==> src/logic/opmode_pkg.sv <==
// Constants and types for the operating-mode controller.
// Assumes one 10 MHz clock and an Avalon-MM slave with waitrequest.
package opmode_pkg;
	localparam logic [3:0] ADDR_OSC_MODE = 4'h0;
	localparam logic [3:0] ADDR_PERIPH = 4'h1;
	localparam logic [3:0] ADDR_STATUS = 4'h2;
	localparam int BIT_HIGH_STOP = 1;
	localparam int BIT_SLOW_SEL = 2;
	localparam int BIT_SLEEP = 3;
	localparam int BIT_GREEN = 4;
	localparam int BIT_WT_EN = 0;
	localparam int BIT_PB_EN = 1;
	localparam int BIT_CONV_EN = 2;
	localparam int BIT_XTAL = 3;
	localparam logic [31:0] OSC_MODE_MASK = 32'h0000_001e;
	localparam logic [31:0] PERIPH_MASK = 32'h0000_000f;
	localparam logic [1:0] CPU_NORMAL = 2'h0;
	localparam logic [1:0] CPU_SLEEP = 2'h1;
	localparam logic [1:0] CPU_GREEN = 2'h2;
	localparam int WARM_XTAL = 2048;
	localparam int WARM_RC = 32;
	localparam int SLOW_DIV = 4;
	typedef enum logic [4:0] {
		ST_NORMAL = 5'b00001,
		ST_SLOW = 5'b00010,
		ST_DOWN = 5'b00100,
		ST_GREEN = 5'b01000,
		ST_WARM = 5'b10000
	} mode_t;
	typedef struct packed {
		logic ext_high_osc;
		logic int_high_rc;
		logic int_low_rc;
	} osc_en_t;
	typedef struct packed {
		logic cpu_run;
		logic cpu_tick;
		logic wake_timer_enable;
		logic pwm_buzz_timer_enable;
		logic converter_enable;
	} gate_t;
endpackage

==> src/logic/operating_mode_controller.sv <==
// Operating-mode controller with Avalon-MM register access.
// Assumes port levels, timer overflow and low RC tick are synchronous to clock_i.
//
// The Avalon-MM register port and the placing of the registers are this design's own decisions.
`timescale 1ns/1ps
`default_nettype none
module operating_mode_controller #(
	parameter int PORT_W = 8,
	parameter int WARM_XTAL_CYC = opmode_pkg::WARM_XTAL
) (
	input wire logic clock_i,
	input wire logic rst_i,
	input wire logic [3:0] avs_address_i,
	input wire logic avs_read_i,
	input wire logic avs_write_i,
	input wire logic [31:0] avs_writedata_i,
	input wire logic [3:0] avs_byteenable_i,
	output logic [31:0] avs_readdata_o,
	output logic avs_waitrequest_o,
	input wire logic [PORT_W-1:0] wake_port_i,
	input wire logic wake_timer_ovf_i,
	input wire logic low_rc_tick_i,
	output opmode_pkg::osc_en_t osc_en_o,
	output opmode_pkg::gate_t gate_o,
	output logic [4:0] mode_o
);
	initial begin
		if (PORT_W < 1 || PORT_W > 32 || WARM_XTAL_CYC < 1 || WARM_XTAL_CYC > 65535) begin
			$error("operating_mode_controller: bad parameter");
		end
	end

	opmode_pkg::mode_t state_ff;
	opmode_pkg::mode_t nxt_state;
	logic high_stop_ff;
	logic slow_sel_ff;
	logic sleep_ff;
	logic green_ff;
	logic [3:0] periph_ff;
	logic green_from_slow_ff;
	logic [PORT_W-1:0] port_latch_ff;
	logic [15:0] warm_ff;
	logic [1:0] div_ff;
	logic ack_ff;
	logic [31:0] rdata_ff;
	logic port_change;
	logic wake_down;
	logic wake_green;
	logic warm_done;
	logic wr_osc;
	logic wr_per;
	logic [15:0] warm_len;

	// Port wake compares live pins with the levels held at entry.
	assign port_change = (wake_port_i != port_latch_ff);
	assign wake_down = (state_ff == opmode_pkg::ST_DOWN) && port_change;
	assign wake_green = (state_ff == opmode_pkg::ST_GREEN) && (port_change || wake_timer_ovf_i);
	assign warm_len = periph_ff[opmode_pkg::BIT_XTAL] ? 16'(WARM_XTAL_CYC) : 16'(opmode_pkg::WARM_RC);
	assign warm_done = (state_ff == opmode_pkg::ST_WARM) && (warm_ff == warm_len - 16'h0001);

	// One cycle of waitrequest high, then the access completes.
	assign avs_waitrequest_o = (avs_read_i || avs_write_i) && !ack_ff;
	assign wr_osc = avs_write_i && ack_ff && avs_byteenable_i[0] && (avs_address_i == opmode_pkg::ADDR_OSC_MODE);
	assign wr_per = avs_write_i && ack_ff && avs_byteenable_i[0] && (avs_address_i == opmode_pkg::ADDR_PERIPH);

	always_ff @(posedge clock_i or posedge rst_i) begin
		if (rst_i) begin
			ack_ff <= 1'b0;
		end else begin
			ack_ff <= (avs_read_i || avs_write_i) && !ack_ff;
		end
	end

	always_ff @(posedge clock_i or posedge rst_i) begin
		if (rst_i) begin
			rdata_ff <= 32'h0000_0000;
		end else if (avs_read_i && !ack_ff) begin
			unique case (avs_address_i)
				opmode_pkg::ADDR_OSC_MODE: rdata_ff <= {27'h000_0000, green_ff, sleep_ff, slow_sel_ff, high_stop_ff, 1'b0};
				opmode_pkg::ADDR_PERIPH: rdata_ff <= {28'h000_0000, periph_ff};
				opmode_pkg::ADDR_STATUS: rdata_ff <= {27'h000_0000, state_ff};
				default: rdata_ff <= 32'h0000_0000;
			endcase
		end
	end
	assign avs_readdata_o = rdata_ff;

	// Mode request bits; the hardware clear on wake beats a software write.
	always_ff @(posedge clock_i or posedge rst_i) begin
		if (rst_i) begin
			high_stop_ff <= 1'b0;
			slow_sel_ff <= 1'b0;
			sleep_ff <= 1'b0;
			green_ff <= 1'b0;
		end else begin
			if (wr_osc) begin
				high_stop_ff <= avs_writedata_i[opmode_pkg::BIT_HIGH_STOP];
				slow_sel_ff <= avs_writedata_i[opmode_pkg::BIT_SLOW_SEL];
				sleep_ff <= avs_writedata_i[opmode_pkg::BIT_SLEEP] && !avs_writedata_i[opmode_pkg::BIT_GREEN];
				green_ff <= avs_writedata_i[opmode_pkg::BIT_GREEN] && !avs_writedata_i[opmode_pkg::BIT_SLEEP];
			end
			if (wake_down) begin
				sleep_ff <= 1'b0;
				high_stop_ff <= 1'b0;
				slow_sel_ff <= 1'b0;
			end
			if (wake_green) begin
				green_ff <= 1'b0;
			end
		end
	end

	always_ff @(posedge clock_i or posedge rst_i) begin
		if (rst_i) begin
			periph_ff <= 4'h0;
		end else if (wr_per) begin
			periph_ff <= avs_writedata_i[3:0];
		end
	end

	always_comb begin
		nxt_state = state_ff;
		unique case (state_ff)
			opmode_pkg::ST_NORMAL, opmode_pkg::ST_SLOW: begin
				if (sleep_ff) begin
					nxt_state = opmode_pkg::ST_DOWN;
				end else if (green_ff) begin
					nxt_state = opmode_pkg::ST_GREEN;
				end else if (high_stop_ff && !slow_sel_ff) begin
					nxt_state = opmode_pkg::ST_DOWN;
				end else if (slow_sel_ff) begin
					nxt_state = opmode_pkg::ST_SLOW;
				end else begin
					nxt_state = opmode_pkg::ST_NORMAL;
				end
			end
			opmode_pkg::ST_DOWN: begin
				if (wake_down) begin
					nxt_state = opmode_pkg::ST_WARM;
				end
			end
			opmode_pkg::ST_WARM: begin
				if (warm_done) begin
					nxt_state = opmode_pkg::ST_NORMAL;
				end
			end
			opmode_pkg::ST_GREEN: begin
				if (wake_green) begin
					nxt_state = green_from_slow_ff ? opmode_pkg::ST_SLOW : opmode_pkg::ST_NORMAL;
				end
			end
			default: nxt_state = opmode_pkg::ST_NORMAL;
		endcase
	end

	always_ff @(posedge clock_i or posedge rst_i) begin
		if (rst_i) begin
			state_ff <= opmode_pkg::ST_NORMAL;
		end else begin
			state_ff <= nxt_state;
		end
	end

	always_ff @(posedge clock_i or posedge rst_i) begin
		if (rst_i) begin
			green_from_slow_ff <= 1'b0;
			port_latch_ff <= '0;
		end else if (state_ff != opmode_pkg::ST_DOWN && state_ff != opmode_pkg::ST_GREEN) begin
			green_from_slow_ff <= (state_ff == opmode_pkg::ST_SLOW);
			port_latch_ff <= wake_port_i;
		end
	end

	always_ff @(posedge clock_i or posedge rst_i) begin
		if (rst_i) begin
			warm_ff <= 16'h0000;
		end else if (state_ff == opmode_pkg::ST_WARM) begin
			warm_ff <= warm_ff + 16'h0001;
		end else begin
			warm_ff <= 16'h0000;
		end
	end

	// Slow-mode instruction tick: one per four low RC ticks.
	always_ff @(posedge clock_i or posedge rst_i) begin
		if (rst_i) begin
			div_ff <= 2'h0;
		end else if (state_ff == opmode_pkg::ST_SLOW && low_rc_tick_i) begin
			div_ff <= div_ff + 2'h1;
		end
	end

	always_ff @(posedge clock_i or posedge rst_i) begin
		if (rst_i) begin
			osc_en_o <= '{ext_high_osc: 1'b1, int_high_rc: 1'b1, int_low_rc: 1'b1};
			gate_o <= '0;
			mode_o <= opmode_pkg::ST_NORMAL;
		end else begin
			mode_o <= nxt_state;
			unique case (nxt_state)
				opmode_pkg::ST_DOWN: begin
					osc_en_o <= '0;
					gate_o <= '0;
				end
				opmode_pkg::ST_WARM: begin
					osc_en_o <= '{ext_high_osc: 1'b1, int_high_rc: 1'b1, int_low_rc: 1'b1};
					gate_o <= '0;
				end
				default: begin
					osc_en_o.ext_high_osc <= !high_stop_ff;
					osc_en_o.int_high_rc <= !high_stop_ff;
					osc_en_o.int_low_rc <= 1'b1;
					gate_o.cpu_run <= (nxt_state != opmode_pkg::ST_GREEN);
					gate_o.cpu_tick <= (nxt_state == opmode_pkg::ST_NORMAL) ||
						(nxt_state == opmode_pkg::ST_SLOW && low_rc_tick_i && div_ff == 2'(opmode_pkg::SLOW_DIV - 1));
					gate_o.wake_timer_enable <= periph_ff[opmode_pkg::BIT_WT_EN];
					gate_o.pwm_buzz_timer_enable <= periph_ff[opmode_pkg::BIT_PB_EN];
					gate_o.converter_enable <= periph_ff[opmode_pkg::BIT_CONV_EN] && (nxt_state != opmode_pkg::ST_GREEN);
				end
			endcase
		end
	end

	chk_down_osc_off: assert property (@(posedge clock_i) disable iff (rst_i)
		state_ff == opmode_pkg::ST_DOWN |-> osc_en_o == '0 && !gate_o.cpu_run)
		else $error("oscillator running in power down");
	// The warm-up counter bounds the stay in warm-up, so no long delay range is needed.
	chk_warm_bounded: assert property (@(posedge clock_i) disable iff (rst_i)
		state_ff == opmode_pkg::ST_WARM |-> warm_ff < warm_len)
		else $error("warm-up overran its count");
	chk_down_wake_normal: assert property (@(posedge clock_i) disable iff (rst_i)
		warm_done |=> state_ff == opmode_pkg::ST_NORMAL)
		else $error("power down wake did not reach normal");
	chk_sleep_cleared: assert property (@(posedge clock_i) disable iff (rst_i)
		wake_down |=> !sleep_ff)
		else $error("sleep request not cleared");
	chk_green_cleared: assert property (@(posedge clock_i) disable iff (rst_i)
		wake_green |=> !green_ff)
		else $error("green request not cleared");
	chk_green_return: assert property (@(posedge clock_i) disable iff (rst_i)
		wake_green && green_from_slow_ff |=> state_ff == opmode_pkg::ST_SLOW)
		else $error("green wake returned to wrong mode");
	chk_green_stays: assert property (@(posedge clock_i) disable iff (rst_i)
		state_ff == opmode_pkg::ST_GREEN && !port_change && !wake_timer_ovf_i |=> state_ff == opmode_pkg::ST_GREEN)
		else $error("green left without wake source");
	chk_down_only_port: assert property (@(posedge clock_i) disable iff (rst_i)
		state_ff == opmode_pkg::ST_DOWN && !port_change |=> state_ff == opmode_pkg::ST_DOWN)
		else $error("power down left without port change");
	chk_slow_high_on: assert property (@(posedge clock_i) disable iff (rst_i)
		state_ff == opmode_pkg::ST_SLOW && !high_stop_ff && !sleep_ff |=> osc_en_o.ext_high_osc)
		else $error("slow mode stopped high oscillator");
	chk_warm_rc_len: assert property (@(posedge clock_i) disable iff (rst_i)
		$rose(state_ff == opmode_pkg::ST_WARM) && !periph_ff[opmode_pkg::BIT_XTAL] |-> state_ff == opmode_pkg::ST_WARM [*8])
		else $error("warm-up too short");
endmodule
`default_nettype wire

==> config.mk <==
export PLATFORM = sky130hd
export DESIGN_NAME = operating_mode_controller
export DESIGN_NICKNAME = d
export VERILOG_FILES = /design/src/logic/opmode_pkg.sv /design/src/logic/operating_mode_controller.sv
export SDC_FILE = /design/constraint.sdc
export NUM_CORES = 1
export LEC_CHECK = 0
export BUFFER_PORTS_ARGS = -buffer_cell sky130_fd_sc_hd__buf_2
export CAP_MARGIN = 5
export CORE_ASPECT_RATIO = 1.25
export CORE_UTILIZATION = 35
export CTS_CLUSTER_SIZE = 28
export DETAILED_ROUTE_END_ITERATION = 10
export PLACE_DENSITY = 0.65
export SYNTH_ARGS = -nofsm -noshare
export SYNTH_HDL_FRONTEND = slang
export SYNTH_SLANG_ARGS = --single-unit
==> constraint.sdc <==
create_clock -name clock_i -period 1.6 [get_ports clock_i]
set_clock_uncertainty 0.05 [all_clocks]
set_input_delay 0.32 -clock clock_i [delete_from_list [all_inputs] [get_ports clock_i]]
set_output_delay 0.32 -clock clock_i [all_outputs]
set_load 0.02 [all_outputs]
# Yosys cells after proc, flatten, opt, wreduce, memory -nomap -nowiden
# Cells that the tools add are included.
[totals]
register_bits = 81
input_bits = 54
output_inout_bits = 46
word_cells = 92
[op_classes]
addsub = 3
eq_ne = 17
muxes = 22
n_reduce_logical = 30
[ops]
columns = ["operator", "count"]
rows = [
  ["5-bit 2-to-1 mux", 4],
  ["5-bit one-hot mux with 4 select lines", 1],
  ["1-bit logical AND", 17],
  ["16-bit by 1-bit adder with 16-bit output, second input constant", 1],
  ["16-bit == test", 1],
  ["16-bit 2-to-1 mux", 1],
  ["5-bit one-hot mux with 3 select lines", 1],
  ["12-bit by 1-bit subtractor with 13-bit output, second input constant", 1],
  ["12-bit 2-to-1 mux", 1],
  ["5-bit by 1-bit == test with 1-bit output, second input constant", 2],
  ["5-bit by 2-bit == test with 1-bit output, second input constant", 2],
  ["5-bit by 3-bit == test with 1-bit output, second input constant", 2],
  ["5-bit == test, second input constant", 2],
  ["5-bit by 4-bit != test with 1-bit output, second input constant", 2],
  ["1-bit 2-to-1 mux", 8],
  ["4-bit 2-to-1 mux", 2],
  ["8-bit != test", 1],
  ["3-bit one-hot mux with 2 select lines", 1],
  ["5-bit by 4-bit == test with 1-bit output, second input constant", 1],
  ["1-bit zero test", 5],
  ["5-bit by 3-bit != test with 1-bit output, second input constant", 1],
  ["4-bit by 1-bit == test with 1-bit output, second input constant", 1],
  ["4-bit by 2-bit == test with 1-bit output, second input constant", 1],
  ["4-bit zero test", 1],
  ["7 further kinds", 12],
]

# Depth between registers and ports, before layout
# Gate-level depths: netlist of run 1.
[depth]
word_depth = 11
ltp_mapped = 6
mapped_depth_nobuf = 6

# Worst setup path before layout of run 1
# No wires, ideal clock.
[synth_timing]
path_kind = "reg2reg"
startpoint = "register mode_o[4] (netlist name)"
endpoint = "register div_ff[1]"
setup_ns = 0.125
arrival_time_ns = 1.510
t_required_ns = 1.425
slack_ns = -0.085
path_stages_with_launch = 5
n_path_buf = 1
synth_period_minus_slack_ns = 1.685
path_cell_list = "dfrtp_1 clkbuf_1 nor3_1 and4b_1 mux2_2"
[synth_lines]
columns = ["item", "line_no", "text"]
rows = [
  ["end signal, assigned", "operating_mode_controller.sv:189", "div_ff <= div_ff + 2'h1;"],
  ["end, declared", "operating_mode_controller.sv:43", "logic [1:0] div_ff;"],
]

# Worst setup path in the final report of run 1
[layout_timing]
startpoint = "register warm_ff[1]"
endpoint = "register gate_o[0] (netlist bit)"
[layout_between]
elab_chain_cells = 7
elab_cells_between_ends = 10
cone_classes = "eq/ne: 4; mux: 3; reduce/logical: 3"
[layout_rtl]
columns = ["item", "line_no", "text"]
rows = [
  ["start, declared", "operating_mode_controller.sv:42", "logic [15:0] warm_ff;"],
  ["start signal, assigned", "operating_mode_controller.sv:178", "warm_ff <= warm_ff + 16'h0001;"],
  ["16-bit == test *", "operating_mode_controller.sv:59", "assign warm_done = (state_ff == opmode_pkg::ST_WARM) && (warm_ff == warm_len - 16'h0001);"],
  ["1-bit logical AND *", "operating_mode_controller.sv:59", ""],
  ["5-bit 2-to-1 mux *", "operating_mode_controller.sv:143", "if (warm_done) begin"],
  ["5-bit one-hot mux with 4 select lines *", "operating_mode_controller.sv:123", "unique case (state_ff)"],
  ["5-bit == test (tied with other cells)", "operating_mode_controller.sv:200", "unique case (nxt_state)"],
  ["2-bit OR reduction (no line) / 1-bit logical AND (equally long branches)", "n/a", ""],
  ["5-bit 2-to-1 mux *", "operating_mode_controller.sv:200", ""],
  ["end, declared", "operating_mode_controller.sv:24", "output opmode_pkg::gate_t gate_o,"],
]
# Every way passes the cells marked *; elsewhere a longest branch is shown, timed or not.
# A chain may end at the register's enable or synchronous reset.

==> results of run 1 <==
==> stage by stage <==
step / cells / worst slack (ns) / instance area (um^2)
floorplan: 293 / -0.0294 / 2860
global placement: 423 / -0.0913 / 3180
detailed placement: 423 / -0.105 / 3180
CTS: 432 / -0.0321 / 3330
global route: 434 / -0.0990 / 3400
finish: 434 / -0.0238 / 3400
==> worst max path at each step <==
stage | endpoint | startpoint | slack [ns]
6_report | gate_o[0] | warm_ff[1] | -0.02
5_1_grt | gate_o[0] | warm_ff[1] | -0.1
4_1_cts | gate_o[0] | warm_ff[9] | -0.03
3_5_place_dp | green_ff | avs_address_i[3] | -0.10
3_3_place_gp | green_ff | avs_address_i[3] | -0.09
2_1_floorplan | div_ff[1] | mode_o[4] | -0.03
==> area by class of cell <==
type	count	area [um^2]
Timing Repair Buffer	75	477
Clock buffer	6	82.6
Tap cell	92	115
Clock inverter	2	37.5
Inverter	8	33.8
Sequential cell	53	1330
Fill cell	711	4090
Multi-Input combinational cell	198	1330
==> state kept, by name (all words and copies together) (netlist names) <==
signal              flops
high_stop_ff            1
gate_o                  5
periph_ff               4
div_ff                  2
ack_ff                  1
warm_ff                16
green_ff                1
osc_en_o                2
port_latch_ff           8
green_from_slow_ff      1
avs_readdata_o          5
sleep_ff                1
slow_sel_ff             1
mode_o                  5
==> cell usage in the layout (no fill, tap or decap), types with 4 or more instances in the layout <==
cell	Yosys	routed
buf_2	3	41
a21oi_1	9	9
mux2i_1	6	6
dfrtp_1	50	49
clkbuf_8	0	6
conb_1	1	27
mux2_2	13	13
nand3_1	10	10
o21ai_0	8	8
inv_1	8	7
nor2_1	23	21
xnor2_1	6	6
xor2_1	17	16
nand4_1	4	4
nand2_1	20	18
buf_4	28	32
==> critical path: stages (launching register included) <==
cell and delay [ns]:
dfrtp_1 0.36, ha_1 0.17, and4_1 0.22, nand2_1 0.06
a211o_1 0.29, o21a_1 0.23, a31oi_2 0.17
==> logic make-up (layout without fill, tap and decap cells) <==
| kind of cell | Yosys count | in the layout | share of synthesized area [%] |
|---|---|---|---|
| XOR/XNOR | 23 | 23 | 7.36 |
| buffers and inverters | 42 | 91 | 9.78 |
| AO/OA/AOI/OAI | 33 | 33 | 7.82 |
| multiplexers | 19 | 19 | 7.54 |
| AND/OR/NAND/NOR | 94 | 94 | 17.9 |
| other | 1 | 27 | 0.137 |
| flip-flops | 53 | 53 | 48.6 |
| adder cells (fa/ha/maj) | 2 | 2 | 0.914 |
==> power breakdown <==
part | internal, W | switching [W] | total, W
combinational | 0.000493 | 0.000640 | 0.00113
clock | 0.000509 | 0.000440 | 0.000948
sequential | 0.00154 | 0.000159 | 0.00170
==> routing by layer <==
metal	vias up	global-route usage, %
li1	1008	-
met3	5	3.17
met1	1024	17.3
met5	-	0
met4	0	4.12
met2	51	26.3
==> timing repair <==
action / in CTS / in global routing
pin swaps: 3 / 8
resized for setup: 4 / 14
setup endpoints to repair: 4 / 15
buffers inserted: 1 / 2
==> results.cfg, run 1 <==
[detailed_routing]
wire_per_inst_um = 12.6
wl_met3_um = 233
wl_met2_mm = 2.89
dr_total_vias = 2088
highest_layer = met4
wl_met1_mm = 2.32
drc = 0
drt-total-wl_mm = 5.49
ant_nets = 0
first_pass_iters = 4
drt_iter0_markers = 60
drt-vias-per-instance = 4.81

[placement]
dpl.hpwl_mm = 4.15
io_buffers = 42
gp_congestion = 0.839

[worst_setup_path]
crit_required_ns = 1.78
crit_path_end_kind = flop
start_kind = flop
worstReg2RegEnd = gate_o[0]
r2r-start = warm_ff[1]
crit_arrival_ns = 1.81
reg2reg_depth = 6
path_class = reg2reg
crit_fanout = 4
r2r_slack_ns = -0.02

[synthesis]
yosys.cell_types.count = 47
synth_area_leaders = dfrtp_1 46%, buf_4 7.7%, xor2_1 5.4%
yosys_most_used_dff = dfrtp_1
synth_commonest_cells = 50 x dfrtp_1, 28 x buf_4, 23 x nor2_1, 20 x nand2_1, 17 x xor2_1
ys_seq_area_share_pct = 48.6
syn_avg_cell_area_um2 = 10.3
async_flop_share_pct = 100
synthCells = 267
synth_top_area_share_pct = 45.7
synth_edf_count = 0
ys_warn_count = 0
synth_seq_cells = 53
yosysTopAreaCell = dfrtp_1
yosysMostFrequentCell = dfrtp_1
syn_area_um2 = 2740

[clocking]
htree_levels = 2
hold_buffers = 0
cts_root_buffer = clkbuf_8
cts_made_buffers = 5
clk_pin_slew_ns = 0.09
clkSinkCount = 53
clockBufferDepth = 2
clk_latency_ns = 0.30
cts_tree = yes

[global_routing]
grtUsageTotal_pct = 14.7
grt_overflow = 0
grt_max_degree = 54
first_global_vias = 2081
antenna_found_initial = 0
grt_pass1_wl_mm = 9.33

[sta]
setup_violations = 1
finalHoldWorstSlack_ns = 0.0235
worst_slack_ns = -0.0238
fin_crit_sh_pct = 101
rsz0062_at_grt = true
fmax_mhz = 616
period_needed_ns = 1.62
slew_viol_final = 0
final_hold_viol_count = 0
final.setup.tns_ns = -0.0238

[power_and_ir_drop]
power_density_nw_per_um2 = 1110
vdd_ir_drop_max_v = 0.000677
power_w = 0.00378
p_leak_nw = 1.67

[floorplan]
core_area_um2 = 7490
io_pins = 100
row_count = 35
die-area_um2 = 8180
die_y_um = 101
start_util_pct = 36.6
chipWidth_um = 81.1

[finish]
num_antenna_cells = 0
fin_nets = 397
syn2layout_area_growth_pct = 24.3
layout-drive-gt1-share_pct = 34.5
fin_util_pct = 45.4

[status]
violations = setup timing
outcome = complete, but fails checks

[job]
drv_cap = 0

[worst_hold_path]
hold_class = in2async
No activity file was read; power rests on OpenSTA's default activity.
==> run 2: changes to the inputs <==
- CORE_UTILIZATION: 35 -> 44
- PLACE_DENSITY: 0.65 -> 0.78
- SETUP_SLACK_MARGIN: unset -> 0.05
==> run 2 against run 1 <==
Against the previous run:
- the run still ends with setup timing left
- combinational power up 12%
- worst setup slack got worse by 0.0037 ns
- register-to-register slack is essentially flat
- sequential power about the same
- global-route usage is 4.1 points higher
- design area is 3.5% higher
- first-iteration DRC count is 13% higher
- total power grew 6.3%
- critical path type unchanged
- largest cell class is now multi-input combinational cells
==> results.cfg, run 2 (synthesized netlist as in run 1, its figures left out) <==
[status]
outcome = complete, but fails checks
violations = setup timing

[clocking]
cts_root_buffer = clkbuf_8
htree_levels = 2
cts_made_buffers = 5
cts_tree = yes
hold_buffers = 0
clkSinkCount = 53
clk_pin_slew_ns = 0.09
clk_latency_ns = 0.31
clockBufferDepth = 2

[global_routing]
grt_pass1_wl_mm = 9.44
grt_max_degree = 54
grt_overflow = 0
grtUsageTotal_pct = 18.8
antenna_found_initial = 0
first_global_vias = 2055

[detailed_routing]
ant_nets = 0
drt_iter0_markers = 68
wire_per_inst_um = 13.5
drt-vias-per-instance = 5.00
drt-total-wl_mm = 5.76
drc = 0
first_pass_iters = 4
dr_total_vias = 2142

[power_and_ir_drop]
p_leak_nw = 1.74
vdd_ir_drop_max_v = 0.000676
power_density_nw_per_um2 = 1140

[worst_setup_path]
crit_arrival_ns = 1.82
crit_start = warm_ff[10]
reg2reg_depth = 5
start_kind = flop
crit_fanout = 4
endpoint = gate_o[0]
r2r-start = warm_ff[10]
path_class = reg2reg
crit_required_ns = 1.79
r2r_slack_ns = -0.03
crit_chain = nor4_2, nand2_1, a211o_1, o21a_2, a31oi_2
crit_slowest_cell = dfrtp_1
crit_path_end_kind = flop
worstReg2RegEnd = gate_o[0]
slowest_delay_ns = 0.41

[sta]
final_hold_viol_count = 0
rsz0062_at_grt = true
fmax_mhz = 614
finalHoldWorstSlack_ns = 0.0188
period_needed_ns = 1.63
slew_viol_final = 0
setup_violations = 1
fin_crit_sh_pct = 102
worst_slack_ns = -0.0276

[finish]
layout-drive-gt1-share_pct = 38.7
final_area_um2 = 3520
final_cell_mix = 48 x dfrtp_1, 41 x buf_2, 31 x buf_4, 27 x conb_1, 22 x nor2_1
fin_util_pct = 59.7
n_fill_cell = 511
top_regs = warm_ff: 16 flops, port_latch_ff: 8 flops
final_cells = 428
final_common_cell = dfrtp_1
num_antenna_cells = 0
largest_register_ffs = 16
fin_nets = 401
max_flop_register = warm_ff
syn2layout_area_growth_pct = 28.6

[floorplan]
core_area_um2 = 5900
die_y_um = 90.2
start_util_pct = 46.4
row_count = 31
die-area_um2 = 6540
chipWidth_um = 72.6
io_pins = 100

[placement]
dpl.hpwl_mm = 4.09
gp_congestion = 0.783
placed_cells = 412
post_dp_cell_area_um2 = 3170
io_buffers = 42

[job]
drv_cap = 0

[worst_hold_path]
hold_class = in2async
==> run 2: cell count changes in the layout (fill, tap and decap cells not counted), moves of 2 or more <==
| cell | before | now |
|---|---|---|
| a21oi_1 | 9 | 7 |
| a21oi_2 | 0 | 2 |
| buf_6 | 1 | 6 |
| nand2_1 | 18 | 16 |
| nand2_2 | 1 | 3 |
| nor2_2 | 3 | 1 |
==> run 2: per-stage QoR <==
step | setup slack (ns) | total power, W | setup TNS [ns]
6_report | -0.0276 | 0.00402 | -0.0276
5_1_grt | -0.128 | 0.00424 | -0.694
4_1_cts | 0.00593 | 0.00395 | 0
3_5_place_dp | -0.116 | 0.00280 | -0.332
3_3_place_gp | -0.0718 | 0.00277 | -0.188
2_1_floorplan | -0.0294 | 0.00246 | -0.0747
==> run 2: report_power, final <==
| part | switching [W] | total, W | internal (W) | leakage (nW) |
|---|---|---|---|---|
| logic | 0.000685 | 0.00126 | 0.000577 | 0.978 |
| registers | 0.000160 | 0.00170 | 0.00154 | 0.693 |
| clock network | 0.000434 | 0.00106 | 0.000621 | 0.0681 |
==> run 2: worst min-delay path by stage <==
stage,startpoint,end,slack (ns),cells past startpoint
6_report,rst_i,avs_readdata_o[0],0.02,3
5_1_grt,rst_i,avs_readdata_o[3],0.04,3
4_1_cts,rst_i,avs_readdata_o[4],0.02,3
3_5_place_dp,rst_i,avs_readdata_o[4],0.36,3
3_3_place_gp,rst_i,warm_ff[8],0.36,3
2_1_floorplan,rst_i,ack_ff,0.33,1
==> run 2: cell type report <==
cell class,count,area (um^2),share of cell area [%]
well taps,82,103,2.92
clock buffers,5,68.8,1.96
inverters,8,33.8,0.960
repair buffers,79,526,14.9
multi-input cells,198,1390,39.5
clock inverters,3,65.1,1.85
flip-flops and latches,53,1330,37.9
==> run 2: critical path, delay by kind of cell (launching register included) <==
kind	cells	cell delay (ns)
flops	1	0.41
compound gates	3	0.71
simple gates	2	0.39
==> run 2: metal layers <==
metal  up-vias  GRT usage, %  part of all wire (%)
met5         -             0                     0
li1       1016             -                     -
met4         0          9.15                   2.2
met2        59          31.5                    53
met1      1055          21.9                    41
met3        12          4.93                   3.7
==> run 2: timing repair <==
item                       in CTS  in global routing
pin swaps                       9                 12
setup endpoints to repair      12                 35
gates resized for setup        11                 25
setup buffers                   4                  4
gates cloned                    0                  0
==> run 3: changes to the inputs <==
- PLACE_DENSITY: 0.78 -> 0.75
==> run 3 against run 2 <==
Against the previous run:
- the flow still finishes with violations (setup timing)
- fmax fell by 0.62%
- wire length up 4.3%
- utilization increased by 1.4 points
- cell count increased by 1.9%
- sequential power barely moved
- clock-buffer cell count grew 3
- first-iteration DRC count rose by 53%
- design area up 2.3%
- register-to-register slack is essentially flat
- worst setup slack worse by 0.010 ns
- sequential share of layout area fell by 0.79 points
- largest power group unchanged
- highest routed layer unchanged
==> results.cfg, run 3 (synthesized netlist as in run 1, its figures left out) <==
[clocking]
cts_made_buffers = 5
clk_latency_ns = 0.31
clkSinkCount = 53
clockBufferDepth = 2
cts_tree = yes
cts_root_buffer = clkbuf_8
htree_levels = 2
clk_pin_slew_ns = 0.09
hold_buffers = 0

[worst_setup_path]
crit_fanout = 4
path_class = reg2reg
slowest_delay_ns = 0.42
crit_slowest_cell = dfrtp_1
start_kind = flop
crit_chain = and4_4, nand4_1, a211o_1, o21a_4, a31oi_2
crit_path_end_kind = flop
crit_required_ns = 1.78
crit_arrival_ns = 1.82
r2r_slack_ns = -0.04

[power_and_ir_drop]
internal_power_w = 0.00255
p_sw_w = 0.00134
vdd_ir_drop_max_v = 0.000578
p_seq_share_pct = 43.7
swShare_pct = 34.4
p_leak_nw = 1.79
power_density_nw_per_um2 = 1080
power_frac_comb_pct = 37.7
p_clk_share_pct = 18.6
power_w = 0.00389

[status]
violations = setup timing
outcome = complete, but fails checks

[detailed_routing]
drc = 0
wire_per_inst_um = 13.8
drt-total-wl_mm = 6.01
drt_iter0_markers = 104
first_pass_iters = 4
ant_nets = 0
dr_total_vias = 2149
drt-vias-per-instance = 4.93

[global_routing]
grt_overflow = 0
antenna_found_initial = 0
grt_pass1_wl_mm = 9.22
grt_max_degree = 54
first_global_vias = 2059
grtUsageTotal_pct = 18.0

[finish]
final_cell_mix = 46 x dfrtp_1, 41 x buf_2, 37 x buf_4, 27 x conb_1, 22 x nor2_1
multi_input_area_um2 = 1450
syn2layout_area_growth_pct = 31.5
n_fill_cell = 485
largest_register_ffs = 16
layout-drive-gt1-share_pct = 41.0
regArea_um2 = 1340
fin_nets = 409
top_regs = warm_ff: 16 flops, port_latch_ff: 8 flops
max_flop_register = warm_ff
final_common_cell = dfrtp_1
num_antenna_cells = 0

[sta]
setup_violations = 3
finalHoldWorstSlack_ns = 0.0156
slew_viol_final = 0
worst_slack_ns = -0.0377
fin_crit_sh_pct = 102
final_hold_viol_count = 0
period_needed_ns = 1.64
rsz0062_at_grt = true
fmax_mhz = 611

[floorplan]
io_pins = 100
chipWidth_um = 72.6
core_area_um2 = 5900
die-area_um2 = 6540
row_count = 31
die_y_um = 90.2
start_util_pct = 46.4

[placement]
dpl.hpwl_mm = 4.17
gp_congestion = 0.765
pre_cts_slack_ns = -0.0825
io_buffers = 42

[job]
drv_cap = 0

[worst_hold_path]
hold_class = in2async
## run 3: cell types whose count changed in the layout (fill, tap and decap cells not counted), moves of 3 or more
cell / change
mux2_4: +9
mux2_2: -9
buf_4: +6
clkbuf_1: +3
## run 3: worst max-delay path, delay by kind of cell, from the launching register on
kind | cells | cell delay, ns
AO/OA/AOI/OAI | 3 | 0.74
flip-flops | 1 | 0.42
AND/OR/NAND/NOR | 2 | 0.36
## run 3: final cells by class
type,instances,share of cell area (%)
Inverter,8,0.938
Timing Repair Buffer,87,16.6
Clock buffer,8,2.22
Tap cell,82,2.85
Multi-Input combinational cell,198,40.3
Sequential cell,53,37.1
## run 3: path summary, 6_finish.rpt
check,endpoint,from,cells after the start
worst max-delay path,gate_o[0],warm_ff[9],5
min in group clock_i,mode_o[3],wake_timer_ovf_i,2
worst max register to register,gate_o[0],warm_ff[9],5
max in group asynchronous,mode_o[0],rst_i,3
worst min register to register,ack_ff,ack_ff,1
worst min-delay path,avs_readdata_o[0],rst_i,3
## run 3: what timing repair did
| action | 4_1_cts | 5_1_grt |
|---|---|---|
| hold endpoints to repair | 0 | 0 |
| buffers inserted | 2 | 11 |
| resized for setup | 6 | 50 |
| endpoints found under the setup margin | 13 | 33 |
| pin swaps | 9 | 26 |
## run 3: power groups by stage
stage / Combinational [W] / Sequential (W) / Clock, W
6_report: 0.00147 / 0.00170 / 0.000725
5_1_grt: 0.00158 / 0.00172 / 0.000800
4_1_cts: 0.00120 / 0.00168 / 0.000739
3_5_place_dp: 0.00115 / 0.00170 / 0
3_3_place_gp: 0.00112 / 0.00169 / 0
2_1_floorplan: 0.000661 / 0.00180 / 0
## run 3: metrics by stage
step                utilization, %  TNS (ns)  instance area (um^2)  cells
floorplan                        -   -0.0747                  2870    293
global placement              54.1    -0.182                  3190    415
detailed placement            54.1    -0.333                  3190    415
CTS                           56.1   -0.0447                  3310    425
global route                  61.1    -0.661                  3600    436
finish                        61.1   -0.0571                  3600    436
## run 3: per-layer routing
| layer | vias up | track usage [%] | part of all wire, % | wire, um |
|---|---|---|---|---|
| met2 | 57 | 29.9 | 54 | 3240 |
| li1 | 1027 | - | - | - |
| met1 | 1055 | 22.0 | 41 | 2470 |
| met3 | 10 | 4.26 | 3.3 | 197 |
| met5 | - | 0 | 0 | 0 |
| met4 | 0 | 7.52 | 1.6 | 98 |
